===== config.mk =====
export PLATFORM = sky130hd
export DESIGN_NAME = cifb_flag_bank
export DESIGN_NICKNAME = d
export VERILOG_FILES = /design/src/core/cifb_pkg.sv /design/src/core/cifb_flag_bank.sv
export VERILOG_INCLUDE_DIRS = /design/src /design/src/core
export SDC_FILE = /design/constraint.sdc
export NUM_CORES = 1
export LEC_CHECK = 0
export BUFFER_PORTS_ARGS = -buffer_cell sky130_fd_sc_hd__clkbuf_2
export CAP_MARGIN = 20
export CORE_ASPECT_RATIO = 1.2
export CORE_MARGIN = 5
export CORE_UTILIZATION = 35
export CTS_BUF_LIST = sky130_fd_sc_hd__clkbuf_2
export CTS_CLUSTER_SIZE = 24
export DETAILED_ROUTE_END_ITERATION = 7
export PLACE_DENSITY = 0.77
export SLEW_MARGIN = 20
export SYNTH_ARGS = -nofsm -noshare
export SYNTH_HDL_FRONTEND = slang
export SYNTH_SLANG_ARGS = --single-unit

===== constraint.sdc =====
create_clock -name clk_sys_i -period 2.35 [get_ports clk_sys_i]
set_input_delay 0.1175 -clock clk_sys_i [delete_from_list [all_inputs] [get_ports clk_sys_i]]
set_output_delay 0.1175 -clock clk_sys_i [all_outputs]
set_load 0.03 [all_outputs]

===== src/core/cifb_consts.svh =====
/*
 * Register offsets, field positions and reset values of the CPU
 * interrupt flag bank. Assumes inclusion by the flag bank and its bench.
 */
`ifndef CIFB_CONSTS_SVH
`define CIFB_CONSTS_SVH

// Printed offsets are not all multiples of four: they are word indices
`define CIFB_IDX_CRYPTO 8'h98
`define CIFB_IDX_RADIO 8'h9B
`define CIFB_IDX_TPD 8'hC0

// Reset values
`define CIFB_RST_FLAGS 8'h00

// Paired flag positions
`define CIFB_PAIR_HI 1
`define CIFB_PAIR_LO 0

// Timer, port and DMA register fields
`define CIFB_SLEEP_BIT 7
`define CIFB_RSVD_BIT 6
`define CIFB_PORT0_BIT 5
`define CIFB_T4_BIT 4
`define CIFB_T3_BIT 3
`define CIFB_T2_BIT 2
`define CIFB_T1_BIT 1
`define CIFB_DMA_BIT 0

`endif


===== src/core/cifb_pkg.sv =====
/*
 * Types shared by the CPU interrupt flag bank.
 * Assumes nothing of its surroundings.
 */
`default_nettype none

package cifb_pkg;
  // Which CPU flag register an address selects
  typedef enum logic [3:0] {
    CIFB_SEL_NONE = 4'b0001,
    CIFB_SEL_CRYPTO = 4'b0010,
    CIFB_SEL_RADIO = 4'b0100,
    CIFB_SEL_TPD = 4'b1000
  } cifb_sel_t;
endpackage : cifb_pkg

`default_nettype wire


===== src/core/cifb_flag_bank.sv =====
/*
 * CPU interrupt flag bank: crypto pair, radio pair and the timer, port 0,
 * sleep timer and DMA flags, reached over APB.
 * Assumes one 250 MHz clock, sources giving one-cycle or level set
 * requests, and the CPU pulsing a vector acknowledge per timer flag.
 */
// Summary of operation
// - Crypto event sets both crypto flags
// - Radio event sets both radio flags
// - Either pair flag alone requests interrupt
// - Crypto flags independent RW, reset zero
// - Radio flags independent RW, reset zero
// - Timer flags set, cleared on vectoring
// - Sleep timer flag at bit seven
// - Port zero flag at bit five
// - DMA done flag at bit zero
// - Unused upper bits zero, no effect
// - Flags set regardless of enable
// - Clearing rechecks enabled asserted flags
`include "cifb_consts.svh"
`default_nettype none

module cifb_flag_bank
  import cifb_pkg::*;
(
  // Clock and reset
  input wire logic clk_sys_i,
  input wire logic rst_i,
  // APB slave
  input wire logic psel_i,
  input wire logic penable_i,
  input wire logic pwrite_i,
  input wire logic [11:0] paddr_i,
  input wire logic [31:0] pwdata_i,
  input wire logic [3:0] pstrb_i,
  output logic [31:0] prdata_o,
  output logic pready_o,
  output logic pslverr_o,
  // Peripheral set requests
  input wire logic crypto_irq_i,
  input wire logic radio_irq_i,
  input wire logic sleep_timer_irq_i,
  input wire logic port_zero_irq_i,
  input wire logic [3:0] timer_irq_i,
  input wire logic dma_done_irq_i,
  // CPU vectoring acknowledge, timer 1..4
  input wire logic [3:0] timer_vector_ack_i,
  // Enables, held in the enable registers elsewhere
  input wire logic [7:0] irq_enable_i,
  // Module flag clear strobe and remaining module flags
  input wire logic module_flag_clr_i,
  input wire logic module_flags_pending_i,
  // Requests to the CPU
  output logic crypto_req_o,
  output logic radio_req_o,
  output logic [7:0] tpd_req_o,
  output logic [7:0] flags_o
);

  // ****************************************
  // Address decode
  // ****************************************
  function automatic cifb_sel_t decode(input logic [11:0] addr);
    cifb_sel_t sel;
    sel = CIFB_SEL_NONE;
    if (addr[1:0] == 2'h0) begin
      if (addr[11:2] == {2'h0, `CIFB_IDX_CRYPTO}) sel = CIFB_SEL_CRYPTO;
      if (addr[11:2] == {2'h0, `CIFB_IDX_RADIO}) sel = CIFB_SEL_RADIO;
      if (addr[11:2] == {2'h0, `CIFB_IDX_TPD}) sel = CIFB_SEL_TPD;
    end
    return sel;
  endfunction

  cifb_sel_t sel;
  logic access;
  logic wr;
  logic [7:0] wbyte;

  assign sel = decode(paddr_i);
  assign access = psel_i && penable_i;
  // Only lane 0 carries flag bits, so only its strobe matters
  assign wr = access && pwrite_i && pstrb_i[0] && (sel != CIFB_SEL_NONE);
  assign wbyte = pwdata_i[7:0];
  assign pready_o = 1'b1;
  assign pslverr_o = access && (sel == CIFB_SEL_NONE);

  // ****************************************
  // Crypto and radio pairs
  // ****************************************
  logic [1:0] crypto_q;
  logic [1:0] radio_q;

  always_ff @(posedge clk_sys_i or posedge rst_i) begin
    if (rst_i) begin
      crypto_q <= 2'h0;
    end else begin
      if (wr && sel == CIFB_SEL_CRYPTO) begin
        crypto_q <= wbyte[1:0];
      end
      // Set after write so a clash keeps the event
      if (crypto_irq_i) begin
        crypto_q <= 2'h3;
      end
    end
  end

  always_ff @(posedge clk_sys_i or posedge rst_i) begin
    if (rst_i) begin
      radio_q <= 2'h0;
    end else begin
      if (wr && sel == CIFB_SEL_RADIO) begin
        radio_q <= wbyte[1:0];
      end
      if (radio_irq_i) begin
        radio_q <= 2'h3;
      end
    end
  end

  assign crypto_req_o = |crypto_q;
  assign radio_req_o = |radio_q;

  // ****************************************
  // Timer, port 0, sleep timer, DMA flags
  // ****************************************
  logic [7:0] tpd_q;
  logic [7:0] tpd_set;
  logic [7:0] tpd_hwclr;
  logic [7:0] tpd_d;

  always_comb begin
    tpd_set = 8'h00;
    tpd_set[`CIFB_SLEEP_BIT] = sleep_timer_irq_i;
    tpd_set[`CIFB_PORT0_BIT] = port_zero_irq_i;
    tpd_set[`CIFB_T4_BIT:`CIFB_T1_BIT] = timer_irq_i;
    tpd_set[`CIFB_DMA_BIT] = dma_done_irq_i;
    tpd_hwclr = 8'h00;
    tpd_hwclr[`CIFB_T4_BIT:`CIFB_T1_BIT] = timer_vector_ack_i;
    tpd_d = tpd_q & ~tpd_hwclr;
    if (wr && sel == CIFB_SEL_TPD) begin
      // Bit 6 is stored as written; software is expected to keep it 0
      tpd_d = wbyte;
    end
    tpd_d = tpd_d | tpd_set;
  end

  always_ff @(posedge clk_sys_i or posedge rst_i) begin
    if (rst_i) begin
      tpd_q <= `CIFB_RST_FLAGS;
    end else begin
      tpd_q <= tpd_d;
    end
  end

  // Reserved bit 6 requests too, hence the continuous reentry hazard
  assign tpd_req_o = tpd_q & irq_enable_i;

  // ****************************************
  // Module flag recheck
  // ****************************************
  logic recheck_q;

  // Reasserts both radio flags on flags_o for one cycle when other module flags still stand
  always_ff @(posedge clk_sys_i or posedge rst_i) begin
    if (rst_i) begin
      recheck_q <= 1'b0;
    end else begin
      recheck_q <= module_flag_clr_i && module_flags_pending_i;
    end
  end

  logic [1:0] radio_recheck;
  assign radio_recheck = recheck_q ? 2'h3 : 2'h0;

  assign flags_o = {tpd_q[7:2], radio_q | radio_recheck};

  // ****************************************
  // Read data
  // ****************************************
  always_ff @(posedge clk_sys_i or posedge rst_i) begin
    if (rst_i) begin
      prdata_o <= 32'h0000_0000;
    end else if (psel_i && !penable_i && !pwrite_i) begin
      unique case (sel)
        CIFB_SEL_CRYPTO: prdata_o <= {30'h0, crypto_q};
        CIFB_SEL_RADIO: prdata_o <= {30'h0, radio_q};
        CIFB_SEL_TPD: prdata_o <= {24'h0, tpd_q};
        CIFB_SEL_NONE: prdata_o <= 32'h0000_0000;
      endcase
    end
  end

  // ****************************************
  // Checks
  // ****************************************
  chk_crypto_pair: assert property (
    @(posedge clk_sys_i) disable iff (rst_i)
    crypto_irq_i |=> crypto_q == 2'h3)
    else $error("crypto pair not set");

  chk_radio_pair: assert property (
    @(posedge clk_sys_i) disable iff (rst_i)
    radio_irq_i |=> radio_q == 2'h3)
    else $error("radio pair not set");

  chk_single_req: assert property (
    @(posedge clk_sys_i) disable iff (rst_i)
    (wr && sel == CIFB_SEL_CRYPTO && wbyte[1:0] == 2'h2 && !crypto_irq_i)
      |=> crypto_req_o)
    else $error("single crypto flag gave no request");

  chk_radio_req: assert property (
    @(posedge clk_sys_i) disable iff (rst_i)
    (wr && sel == CIFB_SEL_RADIO && wbyte[1:0] == 2'h1 && !radio_irq_i)
      |=> radio_req_o)
    else $error("single radio flag gave no request");

  chk_crypto_write: assert property (
    @(posedge clk_sys_i) disable iff (rst_i)
    (wr && sel == CIFB_SEL_CRYPTO && !crypto_irq_i)
      |=> crypto_q == $past(wbyte[1:0]))
    else $error("crypto write lost");

  chk_crypto_hold: assert property (
    @(posedge clk_sys_i) disable iff (rst_i)
    (!crypto_irq_i && !(wr && sel == CIFB_SEL_CRYPTO))
      |=> crypto_q == $past(crypto_q))
    else $error("crypto pair changed unprompted");

  chk_radio_write: assert property (
    @(posedge clk_sys_i) disable iff (rst_i)
    (wr && sel == CIFB_SEL_RADIO && !radio_irq_i)
      |=> radio_q == $past(wbyte[1:0]))
    else $error("radio write lost");

  chk_radio_hold: assert property (
    @(posedge clk_sys_i) disable iff (rst_i)
    (!radio_irq_i && !(wr && sel == CIFB_SEL_RADIO))
      |=> radio_q == $past(radio_q))
    else $error("radio pair changed unprompted");

  chk_timer_vector: assert property (
    @(posedge clk_sys_i) disable iff (rst_i)
    (timer_vector_ack_i[0] && !timer_irq_i[0] && !wr) |=> !tpd_q[`CIFB_T1_BIT])
    else $error("timer 1 flag not cleared on vectoring");

  chk_timer2_vector: assert property (
    @(posedge clk_sys_i) disable iff (rst_i)
    (timer_vector_ack_i[1] && !timer_irq_i[1] && !wr) |=> !tpd_q[`CIFB_T2_BIT])
    else $error("timer 2 flag not cleared on vectoring");

  chk_timer3_vector: assert property (
    @(posedge clk_sys_i) disable iff (rst_i)
    (timer_vector_ack_i[2] && !timer_irq_i[2] && !wr) |=> !tpd_q[`CIFB_T3_BIT])
    else $error("timer 3 flag not cleared on vectoring");

  chk_timer4_vector: assert property (
    @(posedge clk_sys_i) disable iff (rst_i)
    (timer_vector_ack_i[3] && !timer_irq_i[3] && !wr) |=> !tpd_q[`CIFB_T4_BIT])
    else $error("timer 4 flag not cleared on vectoring");

  chk_timer_set: assert property (
    @(posedge clk_sys_i) disable iff (rst_i)
    (timer_irq_i != 4'h0) |=> (tpd_q[`CIFB_T4_BIT:`CIFB_T1_BIT]
      & $past(timer_irq_i)) == $past(timer_irq_i))
    else $error("timer flag not set");

  chk_sleep_set: assert property (
    @(posedge clk_sys_i) disable iff (rst_i)
    sleep_timer_irq_i |=> tpd_q[`CIFB_SLEEP_BIT])
    else $error("sleep timer flag not set");

  chk_port0_set: assert property (
    @(posedge clk_sys_i) disable iff (rst_i)
    port_zero_irq_i |=> tpd_q[`CIFB_PORT0_BIT])
    else $error("port 0 flag not set");

  chk_dma_set: assert property (
    @(posedge clk_sys_i) disable iff (rst_i)
    dma_done_irq_i |=> tpd_q[`CIFB_DMA_BIT])
    else $error("dma flag not set");

  chk_tpd_write: assert property (
    @(posedge clk_sys_i) disable iff (rst_i)
    (wr && sel == CIFB_SEL_TPD && tpd_set == 8'h00)
      |=> tpd_q == $past(wbyte))
    else $error("flag register write lost");

  chk_upper_zero: assert property (
    @(posedge clk_sys_i) disable iff (rst_i)
    (psel_i && !penable_i && sel == CIFB_SEL_RADIO)
      |=> prdata_o[31:2] == 30'h0)
    else $error("radio upper bits not zero");

  chk_crypto_upper: assert property (
    @(posedge clk_sys_i) disable iff (rst_i)
    (psel_i && !penable_i && sel == CIFB_SEL_CRYPTO)
      |=> prdata_o[31:2] == 30'h0)
    else $error("crypto upper bits not zero");

  chk_set_wins: assert property (
    @(posedge clk_sys_i) disable iff (rst_i)
    (wr && sel == CIFB_SEL_TPD && wbyte == 8'h00 && dma_done_irq_i)
      |=> tpd_q[`CIFB_DMA_BIT])
    else $error("clear beat hardware set");

  chk_vector_loses: assert property (
    @(posedge clk_sys_i) disable iff (rst_i)
    (timer_irq_i[0] && timer_vector_ack_i[0])
      |=> tpd_q[`CIFB_T1_BIT])
    else $error("vectoring beat timer set");

  chk_recheck: assert property (
    @(posedge clk_sys_i) disable iff (rst_i)
    (module_flag_clr_i && module_flags_pending_i)
      |=> flags_o[1:0] == 2'h3)
    else $error("recheck did not reassert");

  chk_no_recheck: assert property (
    @(posedge clk_sys_i) disable iff (rst_i)
    (module_flag_clr_i && !module_flags_pending_i)
      |=> flags_o[1:0] == radio_q)
    else $error("recheck fired with nothing pending");

endmodule : cifb_flag_bank

`default_nettype wire


* Word-level counts from Yosys, hierarchy flattened
Cells that the tools add are included.
Cells by class: add/sub/neg operators 0, $mul 0, divide/modulo/power cells 0, magnitude comparators 0, equality and inequality tests 8, shifts and indexed selects 0, mux-type cells 11, bitwise operators 5, reduce and logical (&&, ||, !) cells 18
Operator list (number):
- $pmux W32 S4 | 1
- $eq A10 B8 Y1 const B | 3
- $and A8 B8 Y8 | 2
- $mux W2 | 6
- $mux W4 | 3
- $logic_and A1 B1 Y1 | 11
- $mux W8 | 1
- $not A5 Y8 | 1
- $or A8 B8 Y8 | 1
- $eq A4 B1 Y1 const B | 1
- $eq A4 B2 Y1 const B | 1
- $eq A4 B3 Y1 const B | 1
- $eq A4 B4 Y1 const B | 1
- $ne A4 B1 Y1 const B | 1
- $reduce_bool A2 Y1 | 2
- $reduce_or A2 Y1 | 2
- $logic_not A1 Y1 | 2
- $logic_not A2 Y1 | 1
- $or A2 B2 Y2 | 1
Storage, ports and cells: flip-flop bits (word level) 45, bits in latches 0, memory bits (writable) 0, memory bits (read-only) 0, bits of input ports 76, output and inout bits 52, logic and storage cells 47, memories kept 0

* Logic depth before layout (Yosys ltp)
depth after elaboration 10, mapped depth 5, mapped depth without buffers 4

* Worst setup path after synthesis
OpenSTA, ideal clock, no wires.
kind input -> register, start input paddr_i[7], end register tpd_q[6], library setup time 0.125 ns, data arrival time 1.511 ns, setup slack 0.714 ns, cell stages on the path 4, buffers on the path 0, cells stage by stage or4b_4 -> or2_4 -> nor3_4 -> mux2_4
On the way: word-level cells in the longest chain between the ends 10
Ends and longest elaborated chain:
- from (decl) | RTL line cifb_flag_bank.sv:33 | input wire logic [11:0] paddr_i,
- $eq A10 B8 Y1 | RTL line cifb_flag_bank.sv:67 | if (addr[11:2] == {2'h0, `CIFB_IDX_CRYPTO}) sel = CIFB_SEL_CRYPTO;
- $mux W2 | RTL line cifb_flag_bank.sv:67
- $mux W4 | RTL line cifb_flag_bank.sv:68 | if (addr[11:2] == {2'h0, `CIFB_IDX_RADIO}) sel = CIFB_SEL_RADIO;
- $mux W4 * | RTL line cifb_flag_bank.sv:69 | if (addr[11:2] == {2'h0, `CIFB_IDX_TPD}) sel = CIFB_SEL_TPD;
- $mux W4 * | RTL line cifb_flag_bank.sv:66 | if (addr[1:0] == 2'h0) begin
- $ne A4 B1 Y1 | RTL line cifb_flag_bank.sv:82 | assign wr = access && pwrite_i && pstrb_i[0] && (sel != CIFB_SEL_NONE);
- $logic_and A1 B1 Y1 | RTL line cifb_flag_bank.sv:82
- $logic_and A1 B1 Y1 * | RTL line cifb_flag_bank.sv:140 | if (wr && sel == CIFB_SEL_TPD) begin
- $mux W8 * | RTL line cifb_flag_bank.sv:140
- $or A8 B8 Y8 * | RTL line cifb_flag_bank.sv:144 | tpd_d = tpd_d | tpd_set;
- to (signal assigned) | RTL line cifb_flag_bank.sv:149 | tpd_q <= `CIFB_RST_FLAGS;
- to (signal assigned) | RTL line cifb_flag_bank.sv:151 | tpd_q <= tpd_d;
- to (decl) | RTL line cifb_flag_bank.sv:126 | logic [7:0] tpd_q;
Every way passes the cells marked *; elsewhere a longest branch is shown, timed or not. A chain may end at the register's enable or synchronous reset.

* Final worst setup path
start input paddr_i[7], end output pslverr_o
On the way: word-level cells in the longest chain between the ends 7
Ends and longest elaborated chain:
- $eq A10 B8 Y1 | RTL line cifb_flag_bank.sv:67
- $mux W2 | RTL line cifb_flag_bank.sv:67
- $mux W4 | RTL line cifb_flag_bank.sv:68
- $mux W4 * | RTL line cifb_flag_bank.sv:69
- $mux W4 * | RTL line cifb_flag_bank.sv:66
- $eq A4 B1 Y1 * | RTL line cifb_flag_bank.sv:85 | assign pslverr_o = access && (sel == CIFB_SEL_NONE);
- $logic_and A1 B1 Y1 * | RTL line cifb_flag_bank.sv:85
- to (decl) | RTL line cifb_flag_bank.sv:38 | output logic pslverr_o,
Marks and branches as above.

==> results.yml <==
outcome:
  status: "finished clean"
min_path:
  min_path_type: "in2reg"
detailed_routing:
  drc: 0
  wl_um: 3544
  via_per_inst: 4.446
  first_pass_iters: 4
  routedWlPerCell_um: 12.75
  num_vias: 1236
  drt_iter0_drc: 12
  ant_nets: 0
timing:
  fin_tns_setup_ns: 0
  period_minus_slack_ns: 1.577
  setup_ws_ns: 0.7726
  post-route-period-util: 0.6712
  maxSlewViolCount: 0
  fin_skew_ns: 0.002718
  worst_pin_slew_ns: 0.7925
  setup_viol: 0
  grt_setup_unrepaired: "false"
  slew_headroom: 0.4711
  fmax_ghz: 0.6340
  hold_viol_final: 0
critical_path:
  worstPathMaxFanout: 5
  max_stage_delay_ns: 0.57
  crit_slowest_cell: "or4b_4"
  cp_common_cell: "clkbuf_2"
  cp_data_required_time_ns: 2.23
  worst-path-buf-inv: 2
  critPathKind: "in2out"
  crit_chain: "clkbuf_2, or4b_4, or2_4, o211a_1, clkbuf_2"
  worstPathArrival_ns: 1.46
  cp-start-kind: "input port"
  critPathCaptureType: "output port"
  critical-path-top-delay-family: "simple AND/OR/NAND/NOR gates"
floorplanning:
  core-area_sq_um: 3879
  die-height_um: 78.57
  die_x_um: 67.14
  fp-row-count: 25
  io_pins: 128
  die-area_sq_um: 5275
  start_util: 0.3535
clock_network:
  path_clk_slew_ns: 0.19
  cts_resized: 0
  htreeDepth: 1
  cts_hold_buf: 12
  cts.sinks: 21
  clock_latency_ns: 0.32
  cts_root_buf: "clkbuf_2"
  clock_path_buffers: 2
  post_cts_buffers: 0
  cts_tree: "yes"
  numCtsBuffers: 3
synthesis:
  syn_area_sq_um: 1371
  yosysSeqAreaShare: 0.3832
  synth_cell_types: 34
  synth-seq-cells: 21
  async_flop_share: 1.000
  synth_common_cells: "buf_4 (31), dfrtp_1 (21), and2_1 (10)"
  synthMostInstantiatedCell: "buf_4"
  synthCells: 140
  postSynthAreaPerCell_sq_um: 9.795
  synth_area_leader_cell: "dfrtp_1"
  synth_ff_type: "dfrtp_1"
  yosys_warnings: 0
  synthTopCellsByArea: "dfrtp_1 (38%), buf_4 (17%), and2_1 (4.6%)"
  synth_top_area_share: 0.3832
  synth_edf_count: 0
finish:
  final_nets: 301
  n_antenna_cell: 0
  seq_area_sq_um: 525.5
  drive_above_1_share: 0.4286
  instances_no_fill: 278
  final.fill_count: 402
  areaGrowthSynthToFinish_pct: 33.49
  multi_input_area_sq_um: 688.2
placement:
  place.gp.congestion: 0.7205
  numPlacedInstances: 259
  pre_cts_slack_ns: 0.4936
  port_buffers: 75
  dp_hpwl_um: 2857
power:
  p_int_w: 0.0004822
  switching_share: 0.3336
  p_sw_w: 0.0002414
  power_density_nw_per_um2: 395.3
  p_leak_nw: 0.9632
  pwr-share-seq: 0.514
  p_clk_frac: 0.214
  ir_worst_vdd_uv: 158.5
  p_total_w: 0.0007237
  comb_power_share: 0.272
grt:
  grt_pass1_wl_um: 5250
  gr-usage-all-layers: 0.1269
  grt_max_degree: 22
  grt_antenna_before_repair: 0
  grt_overflow: 0
  first_global_vias: 1269
job:
  cap_violations: 0
[kinds of logic (layout without fill, tap and decap cells)]
logic type / Yosys count / after routing / share of synthesized area
other: 2 / 25 / 0.005476
buffers and inverters: 34 / 95 / 0.1779
AND/OR/NAND/NOR: 50 / 50 / 0.2537
multiplexers: 3 / 3 / 0.02554
flip-flops: 21 / 21 / 0.3832
AO/OA/AOI/OAI: 30 / 30 / 0.1542
[power by group through the flow]
stage	Combinational (W)	Clock (W)	Sequential (W)
finish	0.000197	0.000155	0.000372
floorplan	0.000154	0	0.000377
global route	0.000213	0.000176	0.000373
global placement	0.000175	0	0.000379
CTS	0.000193	0.000158	0.000372
detailed placement	0.000177	0	0.000379
[cell usage in the layout (no fill, tap or decap), types with 3 or more instances in the layout]
cell	synthesis	final
clkbuf_2	0	79
conb_1	2	25
dfrtp_1	21	21
dlygate4sd3_1	0	15
and2_1	10	10
nand2_1	8	8
nor2_1	7	7
a31oi_1	7	7
a22o_1	6	6
or2_2	5	5
nand2b_1	4	4
o21ai_0	4	4
o21ai_1	3	3
[path summary, 6_finish.rpt]
path                               end  cells after the start  slack [ns]   startpoint
min in group asynchronous    recheck_q                      3        0.44        rst_i
max                          pslverr_o                      5        0.77   paddr_i[7]
max in group asynchronous  prdata_o[5]                      3        1.42        rst_i
min reg2reg                prdata_o[5]                      1        0.53  prdata_o[5]
min                           tpd_q[4]                      3        0.01  pwdata_i[4]
max reg2reg                prdata_o[1]                      3        1.38   radio_q[1]
[metal layers]
layer / GRT usage / vias to the layer above / part of all wire
met2: 0.2507 / 64 / 0.53
met4: 0.03245 / 0 / 0.0023
li1: - / 606 / -
met5: 0 / - / 0
met3: 0.03863 / 2 / 0.11
met1: 0.1212 / 564 / 0.35
[through the flow]
stage | hold slack (ns) | utilization | cell area (sq um)
3_5_place_dp | 0.2923 | 0.4281 | 1660
6_report | 0.009589 | 0.4719 | 1831
5_1_grt | 0.01392 | 0.4719 | 1831
3_3_place_gp | 0.2815 | 0.4281 | 1660
2_1_floorplan | 0.09403 | - | 1458
4_1_cts | 0.0007404 | 0.4642 | 1800
[tightest hold or removal path, delay by kind of cell]
family | cells | cell delay, ns
buffers and inverters | 1 | 0.08
AOI/OAI and AO/OA | 2 | 0.11
[layout make-up]
cell class	instances	share of cell area
clock buffers	4	0.01094
inverters	1	0.002051
multi-input cells	108	0.3759
flip-flops and latches	21	0.2871
well taps	54	0.03691
repair buffers	90	0.2871
[registers in the layout, summed over array words and instances, names as in the netlist]
name	flops
crypto_q	2
prdata_o	8
radio_q	2
recheck_q	1
tpd_q	8
(Power assumes the default switching activity.)
